**src/design/aux_cfg_pkg.sv**
```systemverilog
// constants shared by the auxiliary run-time configuration register bank
`default_nettype none
package aux_cfg_pkg;
   // register indices; byte address is four times the index
   localparam logic [7:0] IDX_OFF_DELAY  = 8'hB8;
   localparam logic [7:0] IDX_IRQ_ROUTE  = 8'hC0;
   localparam logic [7:0] IDX_FORCED_CHG = 8'hC1;
   localparam logic [7:0] IDX_FDC_RATE   = 8'hC2;
   localparam logic [7:0] IDX_UART1_FIFO = 8'hC3;
   localparam logic [7:0] IDX_UART2_FIFO = 8'hC4;
   localparam int         ADDR_W         = 10;
   localparam int         IDX_LSB        = 2;

   // reset values
   localparam logic [7:0] RST_OFF_DELAY  = 8'h00;
   localparam logic [7:0] RST_IRQ_ROUTE  = 8'h00;
   localparam logic [1:0] RST_FORCED_CHG = 2'h3;
   localparam logic [7:0] RST_SHADOW     = 8'h00;

   // field layout
   localparam int         DLY_W          = 6;
   localparam int         RT_PARALLEL    = 0;
   localparam int         RT_SCI_PIN     = 2;
   localparam int         RT_SCI_HIGH    = 3;
   localparam int         RT_SCI_OD      = 4;
   localparam int         RT_SHARE_LO    = 5;
   localparam int         RT_SHARE_HI    = 6;
   localparam int         RT_SMI_PIN     = 7;
   localparam logic [7:0] RT_WR_MASK     = 8'hFD;
   localparam logic [7:0] FDC_RATE_MASK  = 8'hDF;
   localparam logic [7:0] FIFO_MASK      = 8'hCF;
   localparam logic [1:0] SHARE_PME      = 2'h0;
   localparam logic [1:0] SHARE_SCI      = 2'h1;
   localparam logic [1:0] SHARE_IRQ9     = 2'h2;

   // timing: one delay step is half a second
   localparam int         STEP_MS        = 500;
   localparam int         CLK_PERIOD_NS  = 20;
   localparam int         STEP_CYC       = STEP_MS * 1000000 / CLK_PERIOD_NS;

   typedef enum logic [0:0] {
      T_IDLE = 1'b0,
      T_RUN  = 1'b1
   } timer_state_t;
endpackage : aux_cfg_pkg
`default_nettype wire

```
**src/design/aux_cfg_regs.sv**
```systemverilog
// auxiliary run-time configuration registers behind an APB slave
// Functional notes
// - off delay is (six-bit code plus one) half-second steps.
// - each delay lasts its nominal time, at most 10 ms longer.
// - delay starts on button press with off enable and delay option set.
// - delay field resets to code zero, half a second.
// - routing bit 0 selects serial stream or parallel IRQ pins.
// - parallel mode disables boot ROM buffer, pins become IRQ15/IRQ14.
// - serial/parallel choice does not move SCI or SMI.
// - bit 2 puts SCI in serial frame or on dedicated pin.
// - bit 3 sets SCI polarity, low or high active.
// - bit 4 sets SCI driver, push-pull or open drain.
// - shared pin field picks PME, SCI, IRQ9; code 11 reserved.
// - shared field low bit set overrides the programmed SCI IRQ number.
// - shared pin: PME low open drain, SCI per bits, IRQ9 high push-pull.
// - bit 7 sends SMI in serial IRQ2 slot or on dedicated pin.
// - dedicated SMI pin polarity and driver come from GPIO setup.
// - forced change bits set by software, never cleared by it.
// - hardware clears a forced bit on step with that drive selected.
// - disk change status is per-drive forced bit or change input.
// - forced change register upper bits read zero.
// - floppy rate shadow layout: reset, power down, write_precompensation, rate.
// - uart one shadow: trigger, dma, tx reset, rx reset, enable.
// - uart two shadow uses the same layout.
//
// Our own choice: the APB register port.
`default_nettype none
module aux_cfg_regs
   import aux_cfg_pkg::*;
#(
   parameter int STEP_CYCLES = STEP_CYC
) (
   input  wire logic              pclk,
   input  wire logic              presetn,
   input  wire logic              psel,
   input  wire logic              penable,
   input  wire logic              pwrite,
   input  wire logic [ADDR_W-1:0] paddr,
   input  wire logic [31:0]       pwdata,
   output logic      [31:0]       prdata,
   output logic                   pready,
   output logic                   pslverr,
   input  wire logic              power_button_pin,
   input  wire logic              off_enable,
   input  wire logic              power_off_delay_option,
   output logic                   power_off_expired,
   output logic                   power_off_running,
   input  wire logic              sci_event,
   input  wire logic              smi_event,
   input  wire logic              pme_event,
   input  wire logic              irq9_event,
   input  wire logic              irq14_event,
   input  wire logic              irq15_event,
   input  wire logic              smi_pin_active_high,
   input  wire logic              smi_pin_push_pull,
   output logic                   parallel_irq_mode,
   output logic                   boot_rom_buffer_enable,
   output logic                   serial_interrupt_pin_out,
   output logic                   serial_interrupt_pin_oe_n,
   output logic                   bus_clock_pin_irq_out,
   output logic                   bus_clock_pin_irq_oe_n,
   output logic                   sci_frame_request,
   output logic                   smi_frame_request,
   output logic                   sci_dedicated_out,
   output logic                   sci_dedicated_oe_n,
   output logic                   sys_mgmt_irq_pin_out,
   output logic                   sys_mgmt_irq_pin_oe_n,
   output logic                   power_mgmt_event_pin_out,
   output logic                   power_mgmt_event_pin_oe_n,
   output logic                   sci_irq_select_ignore,
   input  wire logic              head_step_signal_n,
   input  wire logic              drive_zero_select_n,
   input  wire logic              drive_one_select_n,
   input  wire logic              disk_change_input_n,
   output logic                   disk_change_status_bit,
   input  wire logic              fdc_rate_write,
   input  wire logic              uart_one_fifo_write,
   input  wire logic              uart_two_fifo_write,
   input  wire logic [7:0]        control_write_data
);

   // ----------------------------------------------------------------
   // pin synchronisers
   // ----------------------------------------------------------------
   logic [4:0] meta_q;
   logic [4:0] sync_q;
   logic       button_prev_q;

   // raw pins: first stage is read only by the second
   always_ff @(posedge pclk or negedge presetn) begin
      if (!presetn) begin
         meta_q <= 5'h1F;
         sync_q <= 5'h1F;
      end else begin
         meta_q <= {disk_change_input_n, drive_one_select_n,
                    drive_zero_select_n, head_step_signal_n,
                    ~power_button_pin};
         sync_q <= meta_q;
      end
   end

   logic button_s;
   logic step_s;
   logic ds0_s;
   logic ds1_s;
   logic dskchg_s;
   assign button_s = ~sync_q[0];
   assign step_s   = ~sync_q[1];
   assign ds0_s    = ~sync_q[2];
   assign ds1_s    = ~sync_q[3];
   assign dskchg_s = ~sync_q[4];

   // ----------------------------------------------------------------
   // APB slave
   // ----------------------------------------------------------------
   logic [7:0]     off_delay_q;
   logic [7:0]     route_q;
   logic [1:0]     forced_q;
   logic [7:0]     fdc_rate_q;
   logic [7:0]     uart1_q;
   logic [7:0]     uart2_q;
   logic [7:0]     idx;
   logic           wr_en;
   logic [7:0]     rd_byte;
   logic           mapped;

   assign idx   = paddr[IDX_LSB +: 8];
   assign wr_en = psel & penable & pready & pwrite;

   // read mux; reserved bits read zero
   always_comb begin
      rd_byte = 8'h00;
      mapped  = 1'b1;
      case (idx)
         IDX_OFF_DELAY:  rd_byte = off_delay_q;
         IDX_IRQ_ROUTE:  rd_byte = route_q;
         IDX_FORCED_CHG: rd_byte = {6'h00, forced_q};
         IDX_FDC_RATE:   rd_byte = fdc_rate_q;
         IDX_UART1_FIFO: rd_byte = uart1_q;
         IDX_UART2_FIFO: rd_byte = uart2_q;
         default:        mapped  = 1'b0;
      endcase
   end

   // answer one cycle after setup: no wait states beyond that
   always_ff @(posedge pclk or negedge presetn) begin
      if (!presetn) begin
         pready  <= 1'b0;
         pslverr <= 1'b0;
         prdata  <= 32'h0000_0000;
      end else begin
         pready  <= psel & ~penable;
         pslverr <= psel & ~penable & ~mapped;
         if (psel && !penable && !pwrite) begin
            prdata <= {24'h00_0000, rd_byte};
         end
      end
   end

   // ----------------------------------------------------------------
   // configuration registers
   // ----------------------------------------------------------------
   always_ff @(posedge pclk or negedge presetn) begin
      if (!presetn) begin
         off_delay_q <= RST_OFF_DELAY;
      end else if (wr_en && idx == IDX_OFF_DELAY) begin
         off_delay_q <= {2'h0, pwdata[DLY_W-1:0]};
      end
   end

   always_ff @(posedge pclk or negedge presetn) begin
      if (!presetn) begin
         route_q <= RST_IRQ_ROUTE;
      end else if (wr_en && idx == IDX_IRQ_ROUTE) begin
         route_q <= pwdata[7:0] & RT_WR_MASK;
      end
   end

   // forced change: software sets, step with drive select clears;
   // a set in the same cycle as a clear wins
   logic [1:0] fc_set;
   logic [1:0] fc_clr;
   assign fc_set = (wr_en && idx == IDX_FORCED_CHG) ? pwdata[1:0] : 2'h0;
   assign fc_clr = {step_s & ds1_s, step_s & ds0_s};

   always_ff @(posedge pclk or negedge presetn) begin
      if (!presetn) begin
         forced_q <= RST_FORCED_CHG;
      end else begin
         forced_q <= fc_set | (forced_q & ~fc_clr);
      end
   end

   always_ff @(posedge pclk or negedge presetn) begin
      if (!presetn) begin
         disk_change_status_bit <= 1'b0;
      end else begin
         disk_change_status_bit <= (ds0_s & forced_q[0])
                                 | (ds1_s & forced_q[1])
                                 | dskchg_s;
      end
   end

   // shadows follow the control-register write strobes only;
   // APB writes to these indices fall through untouched
   always_ff @(posedge pclk or negedge presetn) begin
      if (!presetn) begin
         fdc_rate_q <= RST_SHADOW;
         uart1_q    <= RST_SHADOW;
         uart2_q    <= RST_SHADOW;
      end else begin
         if (fdc_rate_write) begin
            fdc_rate_q <= control_write_data & FDC_RATE_MASK;
         end
         if (uart_one_fifo_write) begin
            uart1_q <= control_write_data & FIFO_MASK;
         end
         if (uart_two_fifo_write) begin
            uart2_q <= control_write_data & FIFO_MASK;
         end
      end
   end

   // ----------------------------------------------------------------
   // soft power off delay
   // ----------------------------------------------------------------
   timer_state_t     tstate_q;
   logic [31:0]      tick_q;
   logic [DLY_W-1:0] steps_q;
   logic             start;
   logic             tick_wrap;

   assign start     = off_enable & power_off_delay_option
                    & button_s & ~button_prev_q;
   assign tick_wrap = (tick_q == 32'(STEP_CYCLES - 1));

   // total = (code + 1) steps, exact, well inside the 10 ms slack;
   // a press while running is ignored
   always_ff @(posedge pclk or negedge presetn) begin
      if (!presetn) begin
         tstate_q          <= T_IDLE;
         tick_q            <= 32'h0000_0000;
         steps_q           <= '0;
         button_prev_q     <= 1'b0;
         power_off_expired <= 1'b0;
      end else begin
         button_prev_q     <= button_s;
         power_off_expired <= 1'b0;
         case (tstate_q)
            T_IDLE: begin
               if (start) begin
                  tstate_q <= T_RUN;
                  tick_q   <= 32'h0000_0000;
                  steps_q  <= off_delay_q[DLY_W-1:0];
               end
            end
            T_RUN: begin
               tick_q <= tick_wrap ? 32'h0000_0000 : tick_q + 32'h1;
               if (tick_wrap) begin
                  if (steps_q == '0) begin
                     tstate_q          <= T_IDLE;
                     power_off_expired <= 1'b1;
                  end else begin
                     steps_q <= steps_q - 1'b1;
                  end
               end
            end
            default: tstate_q <= T_IDLE;
         endcase
      end
   end

   assign power_off_running = (tstate_q == T_RUN);

   // ----------------------------------------------------------------
   // interrupt routing to pins and serial frame requests
   // ----------------------------------------------------------------
   logic       par;
   logic       sci_pin_sel;
   logic       sci_lvl;
   logic       sci_od;
   logic [1:0] share;

   assign par         = route_q[RT_PARALLEL];
   assign sci_pin_sel = route_q[RT_SCI_PIN];
   assign sci_od      = route_q[RT_SCI_OD];
   assign share       = route_q[RT_SHARE_HI:RT_SHARE_LO];
   assign sci_lvl     = route_q[RT_SCI_HIGH] ? sci_event : ~sci_event;

   // open drain only drives low, on assert if low active, while idle if high active; push-pull drives always
   always_ff @(posedge pclk or negedge presetn) begin
      if (!presetn) begin
         parallel_irq_mode         <= 1'b0;
         boot_rom_buffer_enable    <= 1'b1;
         serial_interrupt_pin_out  <= 1'b0;
         serial_interrupt_pin_oe_n <= 1'b1;
         bus_clock_pin_irq_out     <= 1'b0;
         bus_clock_pin_irq_oe_n    <= 1'b1;
         sci_frame_request         <= 1'b0;
         smi_frame_request         <= 1'b0;
         sci_dedicated_out         <= 1'b0;
         sci_dedicated_oe_n        <= 1'b1;
         sys_mgmt_irq_pin_out      <= 1'b0;
         sys_mgmt_irq_pin_oe_n     <= 1'b1;
         sci_irq_select_ignore     <= 1'b0;
      end else begin
         parallel_irq_mode         <= par;
         boot_rom_buffer_enable    <= ~par;
         serial_interrupt_pin_out  <= irq15_event;
         serial_interrupt_pin_oe_n <= ~par;
         bus_clock_pin_irq_out     <= irq14_event;
         bus_clock_pin_irq_oe_n    <= ~par;
         // frame requests ignore the parallel bit
         sci_frame_request     <= ~sci_pin_sel & sci_event;
         smi_frame_request     <= ~route_q[RT_SMI_PIN] & smi_event;
         sci_dedicated_out     <= sci_od ? 1'b0 : sci_lvl;
         sci_dedicated_oe_n    <= ~sci_pin_sel | (sci_od & sci_lvl);
         sys_mgmt_irq_pin_out  <= smi_pin_push_pull
                                  ? ~(smi_event ^ smi_pin_active_high)
                                  : 1'b0;
         sys_mgmt_irq_pin_oe_n <= ~route_q[RT_SMI_PIN]
                                  | (~smi_pin_push_pull
                                     & ~(smi_event ^ smi_pin_active_high));
         sci_irq_select_ignore <= share[0];
      end
   end

   // shared pin; reserved code leaves the pin undriven
   always_ff @(posedge pclk or negedge presetn) begin
      if (!presetn) begin
         power_mgmt_event_pin_out  <= 1'b0;
         power_mgmt_event_pin_oe_n <= 1'b1;
      end else begin
         case (share)
            SHARE_PME: begin
               power_mgmt_event_pin_out  <= 1'b0;
               power_mgmt_event_pin_oe_n <= ~pme_event;
            end
            SHARE_SCI: begin
               power_mgmt_event_pin_out  <= sci_od ? 1'b0 : sci_lvl;
               power_mgmt_event_pin_oe_n <= sci_od & sci_lvl;
            end
            SHARE_IRQ9: begin
               power_mgmt_event_pin_out  <= irq9_event;
               power_mgmt_event_pin_oe_n <= 1'b0;
            end
            default: begin
               power_mgmt_event_pin_out  <= 1'b0;
               power_mgmt_event_pin_oe_n <= 1'b1;
            end
         endcase
      end
   end

   // ----------------------------------------------------------------
   // checks
   // ----------------------------------------------------------------
   forced_clear_a: assert property (@(posedge pclk)
      disable iff (!presetn)
      (fc_clr[0] && !fc_set[0]) |=> !forced_q[0])
      else $error("forced change 0 not cleared by step");

   forced_sticky_a: assert property (@(posedge pclk)
      disable iff (!presetn)
      (forced_q[1] && !fc_clr[1]) |=> forced_q[1])
      else $error("forced change 1 dropped without step");

   disk_status_a: assert property (@(posedge pclk)
      disable iff (!presetn)
      (dskchg_s && $stable(dskchg_s)) |=> disk_change_status_bit)
      else $error("disk change status missed input");

   shadow_ignore_a: assert property (@(posedge pclk)
      disable iff (!presetn)
      (wr_en && idx == IDX_FDC_RATE && !fdc_rate_write)
      |=> $stable(fdc_rate_q))
      else $error("shadow changed by bus write");

   shadow_capture_a: assert property (@(posedge pclk)
      disable iff (!presetn)
      uart_one_fifo_write
      |=> uart1_q == ($past(control_write_data) & FIFO_MASK))
      else $error("uart one shadow not captured");

   parallel_pins_a: assert property (@(posedge pclk)
      disable iff (!presetn)
      par |=> (!boot_rom_buffer_enable && !serial_interrupt_pin_oe_n))
      else $error("parallel mode pins not enabled");

   smi_route_a: assert property (@(posedge pclk)
      disable iff (!presetn)
      (route_q[RT_SMI_PIN] && smi_event) |=> !smi_frame_request)
      else $error("smi sent in frame while on pin");

   shared_irq9_a: assert property (@(posedge pclk)
      disable iff (!presetn)
      (share == SHARE_IRQ9) |=> !power_mgmt_event_pin_oe_n)
      else $error("irq9 shared pin not driven");

   timer_start_a: assert property (@(posedge pclk)
      disable iff (!presetn)
      (start && tstate_q == T_IDLE) |=> power_off_running ##1
      power_off_running)
      else $error("off delay did not start");

   apb_answer_a: assert property (@(posedge pclk)
      disable iff (!presetn)
      (psel && !penable) |=> pready)
      else $error("apb access not answered");

endmodule : aux_cfg_regs
`default_nettype wire

```
**config.mk**
```make
export PLATFORM = sky130hd
export DESIGN_NAME = aux_cfg_regs
export DESIGN_NICKNAME = d
export VERILOG_FILES = /design/src/design/aux_cfg_pkg.sv /design/src/design/aux_cfg_regs.sv
export SDC_FILE = /design/constraint.sdc
export NUM_CORES = 1
export LEC_CHECK = 0
export BUFFER_PORTS_ARGS = -buffer_cell sky130_fd_sc_hd__buf_2
export CAP_MARGIN = 20
export CORE_ASPECT_RATIO = 0.6
export CORE_UTILIZATION = 59
export CTS_CLUSTER_DIAMETER = 200
export DETAILED_ROUTE_END_ITERATION = 7
export GPL_TIMING_DRIVEN = 0
export PLACE_DENSITY = 0.83
export SLEW_MARGIN = 0
export SYNTH_ARGS = -nofsm -noshare
export SYNTH_HDL_FRONTEND = slang
export SYNTH_SLANG_ARGS = --single-unit
```
**constraint.sdc**
```tcl
create_clock -name pclk -period 4.7 [get_ports pclk]
set_clock_uncertainty 0.2 [all_clocks]
set_input_delay 0.235 -clock pclk [delete_from_list [all_inputs] [get_ports pclk]]
set_output_delay 0.235 -clock pclk [all_outputs]
set_load 0.1 [all_outputs]
```
==> impl_metrics.yaml, run 1 <==
run_status:
  status: "finished with violations"
  violations: "negative hold slack"
die:
  chipWidth_um: 127
  start_util_pct: 62.9
  die_area_sq_mm: 0.00980
  io_pins: 125
  die_h_um: 77.1
  rows: 26
  core_sq_mm: 0.00882
hold_path:
  min_path_cells: 3
  hp-start: "irq9_event"
  hp-class: "input pin to register"
  min_to: "power_mgmt_event_pin_out"
clock_network:
  cts_buffers: 9
  htreeDepth: 3
  cts_tree: "built"
  clk_latency_ns: 0.35
  cts_resized: 0
  path_clk_slew_ns: 0.08
  root_buffer: "clkbuf_16"
  clkSinkCount: 109
  cts_buffer_depth: 2
final_layout:
  layout-drive-gt1-share_pct: 27.9
  diodes: 0
  area_growth_pct: 21.6
  num-nets-final: 738
global_routing:
  first_global_vias: 4538
  grt_max_degree: 59
  grt_pass1_wl_mm: 23.5
  grt-ovfl-total: 0
  antenna_found_initial: 0
  grt_usage_pct: 31.7
routing:
  vias: 4787
  wl_mm: 14.9
  first_pass_iters: 7
  wl_met1_mm: 6.33
  wl_met3_mm: 1.66
  drt_iter0_markers: 534
  top_layer_used: "met4"
  route.met2.wl_mm: 6.70
  antenna_left: 0
  wl_per_cell_um: 18.9
  drc: 0
  viasPerCell: 6.07
timing:
  hold_slack_ns: -0.00358
  setup_viol: 0
  maxSlewViolCount: 0
  rsz0062_at_grt: "false"
  relSlewSlack_pct: 44.4
  fmax_mhz: 348
  finalHoldViolCount: 1
  fin_crit_sh_pct: 61.1
  worstMarginPinSlew_ns: 0.827
  fin_tns_setup_ns: 0
  fin_crit_ns: 2.87
  fin_ws_ns: 1.83
worst_setup_path:
  cp_max_fo: 8
  critPathBufInv: 0
  r2r-end: "steps_q[5]"
  arrival_ns: 2.93
  endpoint_kind: "register"
  cp_cell_sequence: "nor4_1 > nand4_2 > nor4_4 > mux2_2 > a211oi_1"
  worstSetupPathType: "register to register"
  worstRegToRegCells: 5
  rrSetupSlack_ns: 1.83
  worst_setup_path_start_kind: "register"
  slowest_delay_ns: 0.61
  cp_slowest_cell: "nor4_1"
  worstPathRequired_ns: 4.76
  critPathTopFamily: "simple AND/OR/NAND/NOR gates"
  cp-startpoint: "tick_q[7]"
  r2r_start: "tick_q[7]"
pwr:
  total_power_mw: 2.35
  leakage_nw: 3.11
  power.density_mw_per_mm2: 348
  vdd_drop_max_v: 0.000208
synthesis:
  ys_warn_count: 0
  synthTopCellsByArea: "dfrtp_1 42%, dfstp_2 7.6%, mux2_2 6.3%, buf_4 3.5%, nand2_1 3.5%"
  synth_area_leader_cell: "dfrtp_1"
  synth_common_cells: "93 x dfrtp_1, 51 x nand2_1, 31 x mux2_2, 27 x inv_1, 27 x o21ai_0"
  synth_top_area_share_pct: 42.0
  ys.flop_type: "dfrtp_1"
  synth.most_common_cell: "dfrtp_1"
  ys_seq_area_share_pct: 49.6
  synth_area_per_cell_sq_um: 10.6
  synthArstFlopShare_pct: 100
  synth_edf_count: 0
  netlist_area_sq_mm: 0.00554
  synth.distinct_cells: 66
  netlist_instances: 525
  synth-seq-cells: 109
place:
  place_ws_ns: 1.95
  portBuffers: 69
  dp_hpwl_mm: 10.4
  place_congestion: 0.958
job:
  max_cap_viol_count: 0
-- worst reg2reg max path: cells and delay by family (launching register included) --
kind             cells  cell delay [ns]
AO/OA/AOI/OAI        1             0.17
flip-flops           1             0.47
multiplexers         1             0.40
AND/OR/NAND/NOR      3             1.53
-- final cells by class --
type                    count  area [sq um]
fillers                   598          2080
clock inverters             5          52.6
multi-input cells         366          2480
repair buffers             99           666
inverters                  27           101
well taps                 126           158
flip-flops and latches    109          2750
clock buffers              11           233
plain buffers              46           299
-- routing by layer --
metal	vias to the layer above	track usage, %
li1	2131	-
met1	2322	42.8
met2	297	49.2
met3	37	10.7
met4	0	7.86
met5	-	0
-- registers in the layout, summed over array words and instances, names as in the netlist, 2 cells and up --
| register | cells |
|---|---|
| fdc_rate_q | 7 |
| forced_q | 2 |
| meta_q | 5 |
| off_delay_q | 6 |
| prdata | 8 |
| route_q | 7 |
| steps_q | 6 |
| sync_q | 5 |
| tick_q | 32 |
| uart1_q | 6 |
| uart2_q | 6 |
-- what timing repair did --
action,in CTS,in global routing
hold endpoints to repair,86,0
buffers inserted,0,0
hold buffers,29,0
-- cell families (layout without fill, tap and decap cells) --
| logic type | count (synthesis) | after routing | synth area share, % |
|---|---|---|---|
| AOI/OAI and AO/OA | 98 | 98 | 12.0 |
| xor gates and xnor gates | 3 | 3 | 0.474 |
| adders and majority gates | 7 | 7 | 1.58 |
| buffers and inverters | 73 | 188 | 7.22 |
| DFF | 109 | 109 | 49.6 |
| muxes | 38 | 38 | 7.56 |
| other | 1 | 24 | 0.0677 |
| and+or+nand+nor | 196 | 196 | 21.6 |
-- cells in the final DEF (no fill, tap or decap), types with 15 or more instances in the layout --
master,count
dlygate4sd3_1,29
conb_1,24
buf_2,72
buf_4,27
mux2_2,31
nand4_1,17
nor2_1,17
nand2_1,51
inv_1,27
a21oi_1,15
o21ai_0,27
dfstp_2,16
nand3_1,17
dfrtp_1,93
-- metrics by stage --
step                      cells  utilization, %  instance area [sq um]
after global routing        789            76.4                   6740
after detailed placement    744            69.9                   6160
final                       789            76.4                   6740
after floorplan             548               -                   5630
after CTS                   789            76.4                   6740
after global placement      743            69.6                   6130
-- worst max-delay path by stage --
stage / to / slack (ns) / cells after the start
floorplan: steps_q[5] / 2.20 / 5
global placement: smi_frame_request / 2.03 / 1
detailed placement: tick_q[22] / 1.95 / 6
CTS: steps_q[5] / 1.90 / 5
global route: steps_q[5] / 1.70 / 5
finish: steps_q[5] / 1.83 / 5
-- report_power, final --
group	total [mW]	switching, mW	internal [mW]
Clock	0.736	0.364	0.373
Sequential	1.12	0.0978	1.02
Combinational	0.489	0.324	0.165
Total	2.35	0.786	1.56
Note: power is estimated with default switching activity, not from simulation.
==> inputs of run 2 (changes only) <==
--- a/config.mk
+++ b/config.mk
@@ -8,11 +8,11 @@
 export BUFFER_PORTS_ARGS = -buffer_cell sky130_fd_sc_hd__buf_2
 export CAP_MARGIN = 20
 export CORE_ASPECT_RATIO = 0.6
-export CORE_UTILIZATION = 59
+export CORE_UTILIZATION = 54
 export CTS_CLUSTER_DIAMETER = 200
 export DETAILED_ROUTE_END_ITERATION = 7
 export GPL_TIMING_DRIVEN = 0
-export PLACE_DENSITY = 0.83
+export PLACE_DENSITY = 0.77
 export SLEW_MARGIN = 0
 export SYNTH_ARGS = -nofsm -noshare
 export SYNTH_HDL_FRONTEND = slang
==> constraint.sdc (replaced) <==
create_clock -name pclk -period 2.9 [get_ports pclk]
set_clock_uncertainty 0.2 [all_clocks]
set_input_delay 0.145 -clock pclk [delete_from_list [all_inputs] [get_ports pclk]]
set_output_delay 0.145 -clock pclk [all_outputs]
set_load 0.1 [all_outputs]
==> run 2 against run 1 <==
The flow now finishes without violations. Via count is 3.0% lower. Power increased by 60%. Cell count rose by 2.0%. Critical path type unchanged. Critical endpoint unchanged.
==> impl_metrics.yaml, run 2 (synthesis gave the netlist of run 1 again) <==
run_status:
  status: "completed"
worst_setup_path:
  r2r-end: "steps_q[5]"
  endpoint_kind: "register"
  r2r_start: "tick_q[7]"
  slowest_delay_ns: 0.50
  worstPathRequired_ns: 2.95
  cp_cell_sequence: "nor4_1 > nand4_2 > nor4_4 > mux2_2 > a211oi_1"
  arrival_ns: 2.65
  worstSetupPathType: "register to register"
  rrSetupSlack_ns: 0.30
  cp_max_fo: 8
  crit_end: "steps_q[5]"
  cp-startpoint: "tick_q[7]"
  cp_slowest_cell: "nor4_4"
  worst_setup_path_start_kind: "register"
  worstRegToRegCells: 5
timing:
  maxSlewViolCount: 0
  hold_slack_ns: 0.0157
  rsz0062_at_grt: "false"
  fin_crit_sh_pct: 89.6
  fin_tns_setup_ns: 0
  fmax_mhz: 385
  fin_ws_ns: 0.303
  relSlewSlack_pct: 41.6
  finalHoldViolCount: 0
  setup_viol: 0
  worstMarginPinSlew_ns: 0.876
  fin_crit_ns: 2.60
final_layout:
  n_fill_cell: 734
  largestRegisters: "tick_q x32, prdata x8"
  fin_area_sq_mm: 0.00680
  fin_cells: 805
  layout_commonest_cell: "dfrtp_1"
  regMostFlops: "tick_q"
  layout-drive-gt1-share_pct: 27.6
  area_growth_pct: 22.7
  final_cell_mix: "93 x dfrtp_1, 72 x buf_2, 51 x nand2_1"
  largest_register_ffs: 32
  fin_util_pct: 68.6
  num-nets-final: 745
  diodes: 0
place:
  dp_hpwl_mm: 9.79
  place_ws_ns: 0.396
  dpl.cell_count: 753
  placed_area_sq_mm: 0.00617
  portBuffers: 69
  place_congestion: 0.898
routing:
  wl_mm: 14.0
  antenna_left: 0
  viasPerCell: 5.77
  drt_iter0_markers: 421
  vias: 4645
  first_pass_iters: 5
  wl_per_cell_um: 17.3
  drc: 0
clock_network:
  cts_tree: "built"
  cts_buffers: 9
  clk_latency_ns: 0.35
  post_cts_buffers: 0
  cts_resized: 0
  htreeDepth: 3
  clkSinkCount: 109
  cts_buffer_depth: 2
  path_clk_slew_ns: 0.07
  root_buffer: "clkbuf_16"
  cts_hold_buffers: 36
pwr:
  power.density_mw_per_mm2: 552
  vdd_drop_max_v: 0.000353
  leakage_nw: 3.13
  total_power_mw: 3.76
global_routing:
  antenna_found_initial: 0
  first_global_vias: 4303
  grt_pass1_wl_mm: 22.1
  grt_usage_pct: 27.3
  grt_max_degree: 70
  grt-ovfl-total: 0
hold_path:
  hp-class: "input pin to register"
die:
  die_h_um: 80.5
  start_util_pct: 55.9
  io_pins: 125
  die_area_sq_mm: 0.0107
  chipWidth_um: 133
  core_sq_mm: 0.00991
  rows: 28
job:
  max_cap_viol_count: 0
==> run 2: changes by cell type in the layout (fill, tap and decap cells not counted), sizes merged <==
cell         change
clkinv           +2
inv              -1
dlygate4sd3      +7
clkinvlp         -1
==> run 2: layout make-up <==
class	instances	area (sq um)	share of cell area, %
Sequential cell	109	2750	40.4
Multi-Input combinational cell	366	2480	36.5
Timing Repair Buffer	106	728	10.7
Buffer	46	299	4.40
Clock buffer	11	233	3.42
Tap cell	135	169	2.48
Inverter	27	101	1.49
Clock inverter	5	42.5	0.625
==> run 2: worst max-delay path, delay by kind of cell, from the launching register on <==
| kind | cells | cell delay [ns] |
|---|---|---|
| and+or+nand+nor | 3 | 1.27 |
| DFF | 1 | 0.48 |
| muxes | 1 | 0.39 |
| AOI/OAI and AO/OA | 1 | 0.17 |
==> run 2: power by group <==
part	total [mW]	internal [mW]	leakage (nW)	switching (mW)
logic	0.786	0.272	1.63	0.515
registers	1.81	1.66	1.36	0.149
clock network	1.16	0.595	0.136	0.568
total	3.76	2.53	3.13	1.23
==> run 2: worst min-delay path by stage <==
stage,endpoint,from,cells past startpoint,slack [ns]
after floorplan,bus_clock_pin_irq_out,presetn,0,-0.35
after global placement,meta_q[4],disk_change_input_n,1,0.05
after detailed placement,meta_q[3],drive_one_select_n,1,0.05
after CTS,prdata[3],paddr[3],3,0.003
after global routing,prdata[3],paddr[3],3,0.03
final,prdata[3],paddr[3],3,0.02
==> run 2: layer usage <==
layer,vias to the layer above,global-route usage (%),wire length [um]
li1,2145,-,-
met2,237,39.3,6080
met3,18,7.70,1470
met1,2245,39.7,6240
met4,0,8.39,167
met5,-,0,0
